<file path="src/rtl/phase_energy_pkg.sv">
// Constants, register map and carrier types for the per-phase energy accumulators
// How it works
// - Positive per-cycle fundamental reactive energy adds into the positive reactive total.
// - Positive reactive total wrapping past 32 bits sets its phase overflow flag.
// - Negative per-cycle fundamental reactive energy adds its magnitude to the negative total.
// - Negative reactive total wrapping past 32 bits sets its phase overflow flag.
// - Per-cycle fundamental apparent energy adds to the apparent total, sign untested.
// - Apparent total wrapping past 32 bits sets its phase overflow flag.
// - In low-power mode no energy enters any energy total.
// - In low-power mode current enters the apparent total, counting ampere-hours.
// - Each sample period adds instantaneous voltage times current to a running sum.
// - At cycle end the running sum is copied to the signed per-cycle real register.
// - The per-cycle real result adds by sign into positive or negative real totals.
// - One energy LSB weighs full-scale voltage times current times cycle over 2^16.
// - Flag register: apparent bit 4, negative reactive bit 3, positive reactive bit 2.
// - Flags stay set until the host clears them; host corrects differences by 2^32.
// - Per-cycle fundamental reactive input is signed, fundamental-frequency only.
package phase_energy_pkg;

  localparam int NUM_PHASES = 3;
  localparam int ENERGY_W = 32;
  localparam int SAMPLE_W = 16;
  localparam int ADDR_W = 12;
  localparam int FLAG_W = 8;

  // Energy LSB is full scale V times full scale I times cycle time, shifted down by this
  localparam int ENERGY_LSB_SHIFT = 16;

  // Overflow flag bit positions, bits 7:5 read as zero
  localparam int FLAG_APPARENT_BIT = 4;
  localparam int FLAG_REACT_NEG_BIT = 3;
  localparam int FLAG_REACT_POS_BIT = 2;
  localparam logic [FLAG_W-1:0] FLAG_RESET = 8'h00;
  localparam logic [ENERGY_W-1:0] ENERGY_RESET = 32'h00000000;

  // Register offsets per phase A, B, C
  localparam logic [ADDR_W-1:0] ADDR_REAL_CYCLE [NUM_PHASES] = '{12'h1D0, 12'h2BC, 12'h3A8};
  localparam logic [ADDR_W-1:0] ADDR_REACT_POS [NUM_PHASES] = '{12'h204, 12'h2F0, 12'h3DC};
  localparam logic [ADDR_W-1:0] ADDR_REACT_NEG [NUM_PHASES] = '{12'h208, 12'h2F4, 12'h3E0};
  localparam logic [ADDR_W-1:0] ADDR_APPARENT [NUM_PHASES] = '{12'h20C, 12'h2F8, 12'h3E4};
  localparam logic [ADDR_W-1:0] ADDR_FLAGS [NUM_PHASES] = '{12'h147, 12'h233, 12'h31F};
  localparam logic [ADDR_W-1:0] ADDR_REAL_POS [NUM_PHASES] = '{12'h210, 12'h2FC, 12'h3E8};
  localparam logic [ADDR_W-1:0] ADDR_REAL_NEG [NUM_PHASES] = '{12'h214, 12'h300, 12'h3EC};

  // Accumulator slots inside one phase
  typedef enum {
    SLOT_REACT_POS,
    SLOT_REACT_NEG,
    SLOT_APPARENT,
    SLOT_REAL_POS,
    SLOT_REAL_NEG,
    SLOT_COUNT
  } slot_e;

  // Front-end values delivered for one phase
  typedef struct packed {
    logic signed [SAMPLE_W-1:0] inst_voltage;
    logic signed [SAMPLE_W-1:0] inst_current;
    logic signed [ENERGY_W-1:0] fund_reactive_last_cycle;
    logic [ENERGY_W-1:0] fund_apparent_last_cycle;
    logic [ENERGY_W-1:0] current_last_cycle;
  } phase_in_s;

  // Host register access request
  typedef struct packed {
    logic rd;
    logic wr;
    logic [ADDR_W-1:0] addr;
    logic [FLAG_W-1:0] wdata;
  } reg_req_s;

endpackage

</file>
<file path="src/rtl/energy_accum.sv">
// Wrapping unsigned energy accumulator with a carry-out pulse
`timescale 1ns/1ns
`default_nettype none
module energy_accum #(
  parameter int WIDTH = 32
) (
  input wire logic clk_sys,
  input wire logic rst_b,
  input wire logic add_en,
  input wire logic [WIDTH-1:0] addend,
  output logic [WIDTH-1:0] total,
  output logic wrap_pulse
);

  logic [WIDTH:0] sum;

  if (WIDTH < 2) begin : g_bad_width
    $error("energy_accum needs WIDTH of at least 2");
  end

  // Carry bit out of the top tells the flag logic the total wrapped
  assign sum = {1'b0, total} + {1'b0, addend};

  // Wraps modulo 2^WIDTH instead of saturating so the host can unwrap with one flag
  always_ff @(posedge clk_sys or negedge rst_b) begin
    if (!rst_b) begin
      total <= '0;
      wrap_pulse <= 1'b0;
    end else begin
      wrap_pulse <= add_en & sum[WIDTH];
      if (add_en) begin
        total <= sum[WIDTH-1:0];
      end
    end
  end

endmodule
`default_nettype wire

</file>
<file path="src/rtl/real_power_sum.sv">
// Running sum of instantaneous power over one DSP cycle
`timescale 1ns/1ns
`default_nettype none
module real_power_sum #(
  parameter int SAMPLE_W = 16,
  parameter int ENERGY_W = 32
) (
  input wire logic clk_sys,
  input wire logic rst_b,
  input wire logic sample_en,
  input wire logic cycle_end,
  input wire logic signed [SAMPLE_W-1:0] inst_voltage,
  input wire logic signed [SAMPLE_W-1:0] inst_current,
  output logic signed [ENERGY_W-1:0] last_cycle,
  output logic done_pulse
);

  logic signed [ENERGY_W-1:0] run_reg;
  logic signed [ENERGY_W-1:0] run_next;
  logic signed [2*SAMPLE_W-1:0] product;

  if (2 * SAMPLE_W > ENERGY_W) begin : g_bad_width
    $error("real_power_sum needs ENERGY_W of at least twice SAMPLE_W");
  end

  assign product = inst_voltage * inst_current;

  // A sample landing on the cycle end still belongs to the closing cycle
  always_comb begin
    run_next = run_reg;
    if (sample_en) begin
      run_next = run_reg + ENERGY_W'(product);
    end
  end

  // Copy out and restart at the boundary
  always_ff @(posedge clk_sys or negedge rst_b) begin
    if (!rst_b) begin
      run_reg <= '0;
      last_cycle <= '0;
      done_pulse <= 1'b0;
    end else begin
      done_pulse <= cycle_end;
      if (cycle_end) begin
        last_cycle <= run_next;
        run_reg <= '0;
      end else begin
        run_reg <= run_next;
      end
    end
  end

endmodule
`default_nettype wire

</file>
<file path="src/rtl/phase_energy_accumulators.sv">
// Three-phase fundamental and real energy accumulators with host register read-out
`timescale 1ns/1ns
`default_nettype none
module phase_energy_accumulators (
  input wire logic clk_sys,
  input wire logic rst_b,
  input wire logic sample_en,
  input wire logic cycle_end,
  input wire logic low_power,
  input wire phase_energy_pkg::phase_in_s phase_in [phase_energy_pkg::NUM_PHASES],
  input wire phase_energy_pkg::reg_req_s reg_req,
  output logic [phase_energy_pkg::ENERGY_W-1:0] reg_rdata,
  output logic reg_rvalid
);

  localparam int NP = phase_energy_pkg::NUM_PHASES;
  localparam int EW = phase_energy_pkg::ENERGY_W;
  localparam int FW = phase_energy_pkg::FLAG_W;
  localparam int NS = int'(phase_energy_pkg::SLOT_COUNT);
  // Registers per phase: the five totals, the last-cycle real word and the flag byte
  localparam int NR = NS + 2;
  localparam int AW = phase_energy_pkg::ADDR_W;
  localparam int BIT_APP = phase_energy_pkg::FLAG_APPARENT_BIT;
  localparam int BIT_RNEG = phase_energy_pkg::FLAG_REACT_NEG_BIT;
  localparam int BIT_RPOS = phase_energy_pkg::FLAG_REACT_POS_BIT;

  logic [EW-1:0] total [NP][NS];
  logic wrap [NP][NS];
  logic add_en [NP][NS];
  logic [EW-1:0] addend [NP][NS];
  logic signed [EW-1:0] real_cycle [NP];
  logic real_done [NP];
  logic [FW-1:0] flags_reg [NP];
  logic [EW-1:0] rdata_next;

  // Flags share the read word with the totals, so the byte must fit inside it
  if (EW < 2 || FW > EW) begin : g_bad_width
    $error("phase_energy_accumulators needs ENERGY_W of at least FLAG_W and 2");
  end

  // Each overflow flag needs its own bit inside the flag byte
  if (BIT_APP >= FW || BIT_RNEG >= FW || BIT_RPOS >= FW) begin : g_bad_flag_range
    $error("an overflow flag bit lies outside the flag byte");
  end
  if (BIT_APP == BIT_RNEG || BIT_APP == BIT_RPOS || BIT_RNEG == BIT_RPOS) begin : g_flag_clash
    $error("two overflow flags share one bit");
  end

  // Offset of register r of phase p; order follows the read decode below
  function automatic logic [AW-1:0] reg_offset(input int p, input int r);
    logic [AW-1:0] off;
    off = phase_energy_pkg::ADDR_FLAGS[p];
    if (r == 0) begin
      off = phase_energy_pkg::ADDR_REAL_CYCLE[p];
    end else if (r == 1) begin
      off = phase_energy_pkg::ADDR_REACT_POS[p];
    end else if (r == 2) begin
      off = phase_energy_pkg::ADDR_REACT_NEG[p];
    end else if (r == 3) begin
      off = phase_energy_pkg::ADDR_APPARENT[p];
    end else if (r == 4) begin
      off = phase_energy_pkg::ADDR_REAL_POS[p];
    end else if (r == 5) begin
      off = phase_energy_pkg::ADDR_REAL_NEG[p];
    end
    return off;
  endfunction

  // The read decode is a priority chain, so two registers on one offset would hide one
  for (genvar i = 0; i < NP * NR; i++) begin : g_map_a
    for (genvar j = i + 1; j < NP * NR; j++) begin : g_map_b
      if (reg_offset(i / NR, i % NR) == reg_offset(j / NR, j % NR)) begin : g_clash
        $error("two registers share one read offset");
      end
    end
  end

  for (genvar p = 0; p < NP; p++) begin : g_phase
    logic signed [EW-1:0] react;
    logic [FW-1:0] flag_set;
    logic [FW-1:0] flag_clr;

    // Input is signed and already restricted to the fundamental
    assign react = phase_in[p].fund_reactive_last_cycle;

    // Each phase owns the same, independent set of accumulators
    real_power_sum #(
      .SAMPLE_W(phase_energy_pkg::SAMPLE_W),
      .ENERGY_W(EW)
    ) u_real (
      .clk_sys(clk_sys),
      .rst_b(rst_b),
      .sample_en(sample_en),
      .cycle_end(cycle_end),
      .inst_voltage(phase_in[p].inst_voltage),
      .inst_current(phase_in[p].inst_current),
      .last_cycle(real_cycle[p]),
      .done_pulse(real_done[p])
    );

    // Reactive energy is steered by sign; zero goes nowhere
    always_comb begin
      add_en[p][phase_energy_pkg::SLOT_REACT_POS] =
        cycle_end & ~low_power & (react > 0);
      addend[p][phase_energy_pkg::SLOT_REACT_POS] = react;
      add_en[p][phase_energy_pkg::SLOT_REACT_NEG] =
        cycle_end & ~low_power & react[EW-1];
      // Negating the most negative value gives 2^31, which fits unsigned
      addend[p][phase_energy_pkg::SLOT_REACT_NEG] = EW'(-react);
    end

    // Apparent total counts energy normally and current in low power
    always_comb begin
      add_en[p][phase_energy_pkg::SLOT_APPARENT] = cycle_end;
      if (low_power) begin
        addend[p][phase_energy_pkg::SLOT_APPARENT] = phase_in[p].current_last_cycle;
      end else begin
        addend[p][phase_energy_pkg::SLOT_APPARENT] = phase_in[p].fund_apparent_last_cycle;
      end
    end

    // Real result is routed one cycle after its copy, once it is stable
    always_comb begin
      add_en[p][phase_energy_pkg::SLOT_REAL_POS] =
        real_done[p] & ~low_power & (real_cycle[p] > 0);
      addend[p][phase_energy_pkg::SLOT_REAL_POS] = real_cycle[p];
      add_en[p][phase_energy_pkg::SLOT_REAL_NEG] =
        real_done[p] & ~low_power & real_cycle[p][EW-1];
      addend[p][phase_energy_pkg::SLOT_REAL_NEG] = EW'(-real_cycle[p]);
    end

    for (genvar s = 0; s < NS; s++) begin : g_slot
      energy_accum #(
        .WIDTH(EW)
      ) u_acc (
        .clk_sys(clk_sys),
        .rst_b(rst_b),
        .add_en(add_en[p][s]),
        .addend(addend[p][s]),
        .total(total[p][s]),
        .wrap_pulse(wrap[p][s])
      );
    end

    // Wraps of the fundamental totals map onto the flag byte
    always_comb begin
      flag_set = '0;
      flag_set[phase_energy_pkg::FLAG_REACT_POS_BIT] =
        wrap[p][phase_energy_pkg::SLOT_REACT_POS];
      flag_set[phase_energy_pkg::FLAG_REACT_NEG_BIT] =
        wrap[p][phase_energy_pkg::SLOT_REACT_NEG];
      flag_set[phase_energy_pkg::FLAG_APPARENT_BIT] =
        wrap[p][phase_energy_pkg::SLOT_APPARENT];
    end

    // Host clears by writing ones to the flag byte
    assign flag_clr = (reg_req.wr && reg_req.addr == phase_energy_pkg::ADDR_FLAGS[p]) ?
                      reg_req.wdata : '0;

    // Sticky flags; a wrap in the clearing cycle survives the clear
    always_ff @(posedge clk_sys or negedge rst_b) begin
      if (!rst_b) begin
        flags_reg[p] <= phase_energy_pkg::FLAG_RESET;
      end else begin
        flags_reg[p] <= (flags_reg[p] & ~flag_clr) | flag_set;
      end
    end
  end

  // Read decode; every total but the low-power apparent count keeps the same LSB weight, so no scaling here
  always_comb begin
    rdata_next = '0;
    for (int p = 0; p < NP; p++) begin
      if (reg_req.addr == phase_energy_pkg::ADDR_REAL_CYCLE[p]) begin
        rdata_next = real_cycle[p];
      end else if (reg_req.addr == phase_energy_pkg::ADDR_REACT_POS[p]) begin
        rdata_next = total[p][phase_energy_pkg::SLOT_REACT_POS];
      end else if (reg_req.addr == phase_energy_pkg::ADDR_REACT_NEG[p]) begin
        rdata_next = total[p][phase_energy_pkg::SLOT_REACT_NEG];
      end else if (reg_req.addr == phase_energy_pkg::ADDR_APPARENT[p]) begin
        rdata_next = total[p][phase_energy_pkg::SLOT_APPARENT];
      end else if (reg_req.addr == phase_energy_pkg::ADDR_REAL_POS[p]) begin
        rdata_next = total[p][phase_energy_pkg::SLOT_REAL_POS];
      end else if (reg_req.addr == phase_energy_pkg::ADDR_REAL_NEG[p]) begin
        rdata_next = total[p][phase_energy_pkg::SLOT_REAL_NEG];
      end else if (reg_req.addr == phase_energy_pkg::ADDR_FLAGS[p]) begin
        rdata_next = {{(EW-FW){1'b0}}, flags_reg[p]}; // Reserved bits read zero
      end
    end
  end

  // Read data is registered so outputs come straight from flops; unmapped reads give zero
  always_ff @(posedge clk_sys or negedge rst_b) begin
    if (!rst_b) begin
      reg_rdata <= phase_energy_pkg::ENERGY_RESET;
      reg_rvalid <= 1'b0;
    end else begin
      reg_rvalid <= reg_req.rd;
      if (reg_req.rd) begin
        reg_rdata <= rdata_next;
      end
    end
  end

endmodule
`default_nettype wire

</file>
<file path="config.mk">
export PLATFORM = sky130hd
export DESIGN_NAME = phase_energy_accumulators
export DESIGN_NICKNAME = d
export VERILOG_FILES = /design/src/rtl/phase_energy_pkg.sv /design/src/rtl/energy_accum.sv /design/src/rtl/real_power_sum.sv /design/src/rtl/phase_energy_accumulators.sv
export SDC_FILE = /design/constraint.sdc
export NUM_CORES = 2
export LEC_CHECK = 0
export BUFFER_PORTS_ARGS = -buffer_cell sky130_fd_sc_hd__buf_4
export CAP_MARGIN = 0
export CORE_UTILIZATION = 60
export DETAILED_ROUTE_END_ITERATION = 7
export PLACE_DENSITY_LB_ADDON = 0.1
export REMOVE_ABC_BUFFERS = 1
export SLEW_MARGIN = 20
export SYNTH_ARGS = -nofsm -noshare
export SYNTH_HDL_FRONTEND = slang
export SYNTH_HIERARCHICAL = 1
export SYNTH_SLANG_ARGS = --single-unit
</file>
<file path="constraint.sdc">
create_clock -name clk_sys -period 14.7 [get_ports clk_sys]
set_clock_uncertainty 0.15 [all_clocks]
set_input_delay 2.94 -clock clk_sys [delete_from_list [all_inputs] [get_ports clk_sys]]
set_output_delay 2.94 -clock clk_sys [all_outputs]
set_load 0.01 [all_outputs]
</file>
* After elaboration in Yosys (flattened, before gate mapping)
Index checks and enable logic that the tools add are counted.
Storage, ports and cells: register bits after elaboration 739, bits in latches 0, bits in writable memories 0, bits in read-only memories 0, bits of input ports 411, output and inout bits 33, memories kept 0
Operators by class: $add $sub $neg 24, multipliers 3, divide/modulo/power cells 0, $lt $le $gt $ge 6, equality and inequality tests 21, shifts and indexed selects 0, muxes and demuxes 33, bitwise gates (word level) 33, reduce and logical (&&, ||, !) cells 3
Operators by type and width (count):
- $mux W32 | 29
- $add A32 B32 Y33 | 9
- $add A32 B32 Y32 | 9
- $eq A12 B10 Y1 const B | 19
- $gt A32 B1 Y1 const B | 6
- $neg A32 Y32 | 6
- $mul A16 B16 Y32 | 3
- $mux W8 | 4
- $and A8 B8 Y8 | 3
- $eq A12 B9 Y1 const B | 2
- $not A8 Y8 | 3
- $or A8 B5 Y8 | 3
- $and A1 B1 Y1 | 23
- $logic_and A1 B1 Y1 | 3
- $not A1 Y1 | 1

* Longest topological paths before layout
word-level depth 22, mapped depth 24, depth with buffers taken out 22

* Cells and area by module
The synthesis kept the hierarchy.
By module, submodules not included:
- energy_accum at g_phase[0].g_slot[0].u_acc ... | instances 13, cells an instance 308, area an instance 2885.3 µm², seq. area each 825.8 µm²
- real_power_sum at g_phase[2].u_real | instances 1, cells an instance 1441, area an instance 13560.5 µm², seq. area each 1626.6 µm²
- real_power_sum at g_phase[0].u_real | instances 1, cells an instance 1428, area an instance 13513.0 µm², seq. area each 1626.6 µm²
- real_power_sum at g_phase[1].u_real | instances 1, cells an instance 1424, area an instance 13470.4 µm², seq. area each 1626.6 µm²
- phase_energy_accumulators | instances 1, cells an instance 1708, area an instance 12418.2 µm², seq. area each 1426.4 µm²
- energy_accum at g_phase[0].g_slot[2].u_acc | instances 1, cells an instance 394, area an instance 3234.4 µm², seq. area each 825.8 µm²
- energy_accum at g_phase[2].g_slot[4].u_acc | instances 1, cells an instance 356, area an instance 3067.9 µm², seq. area each 825.8 µm²

* Worst setup path before layout
Ideal clock, no wire load.
path kind input port to flip-flop, start input port phase_in[353] in the netlist's numbering, end register g_phase[0].u_real.run_reg[30], data arrival time 8.772 ns, data required time 14.412 ns, path slack 5.639 ns, stages 21, buffers on the path 1, cell sequence clkbuf_1 -> nand2_1 -> inv_1 -> fa_1 -> inv_1 -> fa_1 -> inv_1 -> fa_1 -> fa_1 -> fa_1 -> inv_1 -> fa_1 -> inv_1 -> ha_1 -> and4_1 -> and3_1 -> a221oi_2 -> o311ai_4 -> a2111oi_2 -> or4_1 -> o311ai_1
Between the ends: longest elaborated chain between the ends 4
RTL lines:
- from (decl) | RTL line phase_energy_accumulators.sv:10 | input wire phase_energy_pkg::phase_in_s phase_in [phase_energy_pkg::NUM_PHASES],
- $mul A16 B16 Y32 | RTL line real_power_sum.sv:26 | assign product = inst_voltage * inst_current;
- $add A32 B32 Y32 | RTL line real_power_sum.sv:32 | run_next = run_reg + ENERGY_W'(product);
- $mux W32 | RTL line real_power_sum.sv:31 | if (sample_en) begin
- $mux W32 | RTL line real_power_sum.sv:44 | if (cycle_end) begin
- to (signal assigned) | RTL line real_power_sum.sv:48 | run_reg <= run_next;
- to (decl) | RTL line real_power_sum.sv:18 | logic signed [ENERGY_W-1:0] run_reg;
No other way between the ends. A chain may end at the register's enable or synchronous reset.

* Final worst setup path
start input port phase_in[255] in the netlist's numbering, end register g_phase[1].u_real.run_reg[31]
Between the ends: longest elaborated chain between the ends 4
RTL lines (RTL line):
- $mul A16 B16 Y32 | real_power_sum.sv:26
- $add A32 B32 Y32 | real_power_sum.sv:32
- $mux W32 | real_power_sum.sv:31
- $mux W32 | real_power_sum.sv:44
- to (signal assigned) | real_power_sum.sv:48
- to (decl) | real_power_sum.sv:18
No other way between the ends.

==> flow_metrics.env <==
export IMPL_ant_nets=0
export IMPL_status="complete, but fails checks"
export IMPL_timing_hold_worst_start="g_phase[2].g_slot[0].u_acc/wrap_pulse"
export IMPL_regToRegEndpoint="g_phase[1].u_real/run_reg[30]"
export IMPL_antenna_found_initial=29
export IMPL_grt_pass1_wl_um=494000
export IMPL_min_path_cells=1
export IMPL_r2r_start="g_phase[1].u_real/run_reg[15]"
export IMPL_timing_final_setup_violations=0
export IMPL_critPathKind="primary input to flip-flop"
export IMPL_final_setup_tns_ps=0
export IMPL_place_detailed_hpwl_um=260000
export IMPL_post_cts_setup_buffers=0
export IMPL_cts_sinks=741
export IMPL_routed_wire_length_per_instance_um=24.8
export IMPL_die_height_um=403
export IMPL_io_pins=444
export IMPL_drcViolationCount=4
export IMPL_core_area_um2=159000
export IMPL_maxCapViolations=0
export IMPL_category_of_the_worst_setup_path_capture_point="flip-flop"
export IMPL_final_max_slew_violation_count=0
export IMPL_mappedNetlistArea_um2=96400
export IMPL_detail_route_first_pass_iterations=8
export IMPL_post_drt_via_cell_ratio=6.47
export IMPL_areaGrowthSynthToFinish_pct=8.45
export IMPL_largest_register_ffs=480
export IMPL_hold_path_end="flags_reg[2]"
export IMPL_multi_input_area_um2=71900
export IMPL_std_cell_rows=146
export IMPL_clk_latency_ps=730
export IMPL_n_fill_cell=13261
export IMPL_critPathArrivalTime_ps=9490
export IMPL_grt_ovfl_total=0
export IMPL_layout_area_seq_um2=18500
export IMPL_ctsLongestPathBuffers=3
export IMPL_grt_max_degree=148
export IMPL_numPortBuffers=443
export IMPL_rsz0062_at_grt="no"
export IMPL_cts_root_buffer_type="sky130_fd_sc_hd__clkbuf_16"
export IMPL_postSynthCellCount=10703
export IMPL_worstPathMaxFanout=16
export IMPL_gp_congestion=1.02
export IMPL_worst_slew_pin_transition_ps=1280
export IMPL_timing_max_slew_rel_slack_pct=13.8
export IMPL_r2r_cells=17
export IMPL_postRouteWirelength_um=323000
export IMPL_grt_util_all_layers_pct=39.5
export IMPL_dr_total_vias=84419
export IMPL_fmax_mhz=111
export IMPL_setup_worst_path_start_class="primary input"
export IMPL_failing_checks="DRC"
export IMPL_drt_first_iter_violations=8526
export IMPL_floorplan_initialDensity_pct=60.6
export IMPL_cts_inserted_buffers=93
export IMPL_cts_tree="built"
export IMPL_finalHoldViolCount=0
export IMPL_fp_dieW_um=403
export IMPL_die_footprint_um2=162000
export IMPL_ctsHoldBuffers=0
export IMPL_drive_above_1_share_pct=12.8
export IMPL_post_synth_cell_area_avg_um2=9.01
export IMPL_critical_path_required_ps=15170
export IMPL_r2r_setup_slack_ps=8850
export IMPL_first_global_vias=83875
export IMPL_htree_num_levels=3
export IMPL_timing_final_crit_share_pct=61.4
export IMPL_cts_resized=0
export IMPL_finalNetCount=12956
export IMPL_clk_pin_slew_ps=60
export IMPL_yosys_warnings=6
export IMPL_min_path_type="flip-flop to flip-flop"
export IMPL_layout_min_cycle_time_ps=9030
[critical path, stage by stage]
cell and delay, ps:
sky130_fd_sc_hd__buf_4 180, sky130_fd_sc_hd__nand2_1 170, sky130_fd_sc_hd__inv_1 80, sky130_fd_sc_hd__fa_1 710
sky130_fd_sc_hd__inv_1 110, sky130_fd_sc_hd__fa_1 540, sky130_fd_sc_hd__inv_1 290, sky130_fd_sc_hd__fa_1 500
sky130_fd_sc_hd__fa_1 500, sky130_fd_sc_hd__fa_1 490, sky130_fd_sc_hd__inv_1 50, sky130_fd_sc_hd__fa_1 480
sky130_fd_sc_hd__inv_1 50, sky130_fd_sc_hd__ha_1 370, sky130_fd_sc_hd__nand4_1 230, sky130_fd_sc_hd__nor2_1 220
sky130_fd_sc_hd__nand3_1 100, sky130_fd_sc_hd__a211oi_1 560, sky130_fd_sc_hd__nor4b_1 130, sky130_fd_sc_hd__o31ai_1 440
sky130_fd_sc_hd__xnor2_1 110, sky130_fd_sc_hd__a211oi_1 230
[per-layer routing]
metal | track usage, % | vias up | share of wire [%]
met5 | 0 | - | 0.016
met4 | 20.6 | 8 | 6.2
met3 | 6.82 | 877 | 8.1
met2 | 64.8 | 3701 | 47
met1 | 50.0 | 42067 | 39
li1 | - | 37766 | -
[how the worst max path moves through the flow]
stage                   from                                    to  slack, ps
2_1_floorplan      low_power  g_phase[2].g_slot[3].u_acc/total[21]       4240
3_3_place_gp   phase_in[255]         g_phase[1].u_real/run_reg[31]       5240
3_5_place_dp   phase_in[255]         g_phase[1].u_real/run_reg[31]       5010
4_1_cts        phase_in[255]         g_phase[1].u_real/run_reg[31]       5760
5_1_grt        phase_in[255]      g_phase[1].u_real/last_cycle[31]       5290
6_report       phase_in[255]         g_phase[1].u_real/run_reg[31]       5670
[through the flow]
| step | instances | setup WS [ps] | utilization, % | hold slack, ps | cell area, µm² |
|---|---|---|---|---|---|
| 2_1_floorplan | 10263 | 4240 | - | 254 | 94600 |
| 3_3_place_gp | 12850 | 5240 | 63.7 | 265 | 101000 |
| 3_5_place_dp | 12850 | 5010 | 63.7 | 267 | 101000 |
| 4_1_cts | 13019 | 5760 | 65.7 | 286 | 104000 |
| 5_1_grt | 13038 | 5290 | 65.8 | 303 | 104000 |
| 6_report | 13051 | 5670 | 65.8 | 289 | 105000 |
[cell type report]
type,count,area share [%]
Antenna cell,31,0.0742
Clock buffer,123,2.54
Clock inverter,46,0.464
Inverter,1149,4.13
Multi-Input combinational cell,8373,68.8
Sequential cell,741,17.7
Tap cell,2072,2.48
Timing Repair Buffer,516,3.76
[cell usage in the layout (no fill, tap or decap), types with 171 or more instances in the layout]
cell / instances
sky130_fd_sc_hd__inv_1: 1147
sky130_fd_sc_hd__nand2_1: 1032
sky130_fd_sc_hd__fa_1: 891
sky130_fd_sc_hd__ha_1: 780
sky130_fd_sc_hd__dfrtp_1: 741
sky130_fd_sc_hd__nor2_1: 697
sky130_fd_sc_hd__a21oi_1: 626
sky130_fd_sc_hd__buf_4: 509
sky130_fd_sc_hd__mux2_2: 448
sky130_fd_sc_hd__and2_1: 411
sky130_fd_sc_hd__xnor2_1: 403
sky130_fd_sc_hd__o21ai_0: 291
sky130_fd_sc_hd__xor2_1: 215
sky130_fd_sc_hd__nand3_1: 200
sky130_fd_sc_hd__a21o_1: 183
sky130_fd_sc_hd__nor3_1: 171
Power is not shown: default switching activity piles up to over one toggle a cycle in this logic, so the estimate is an artifact.
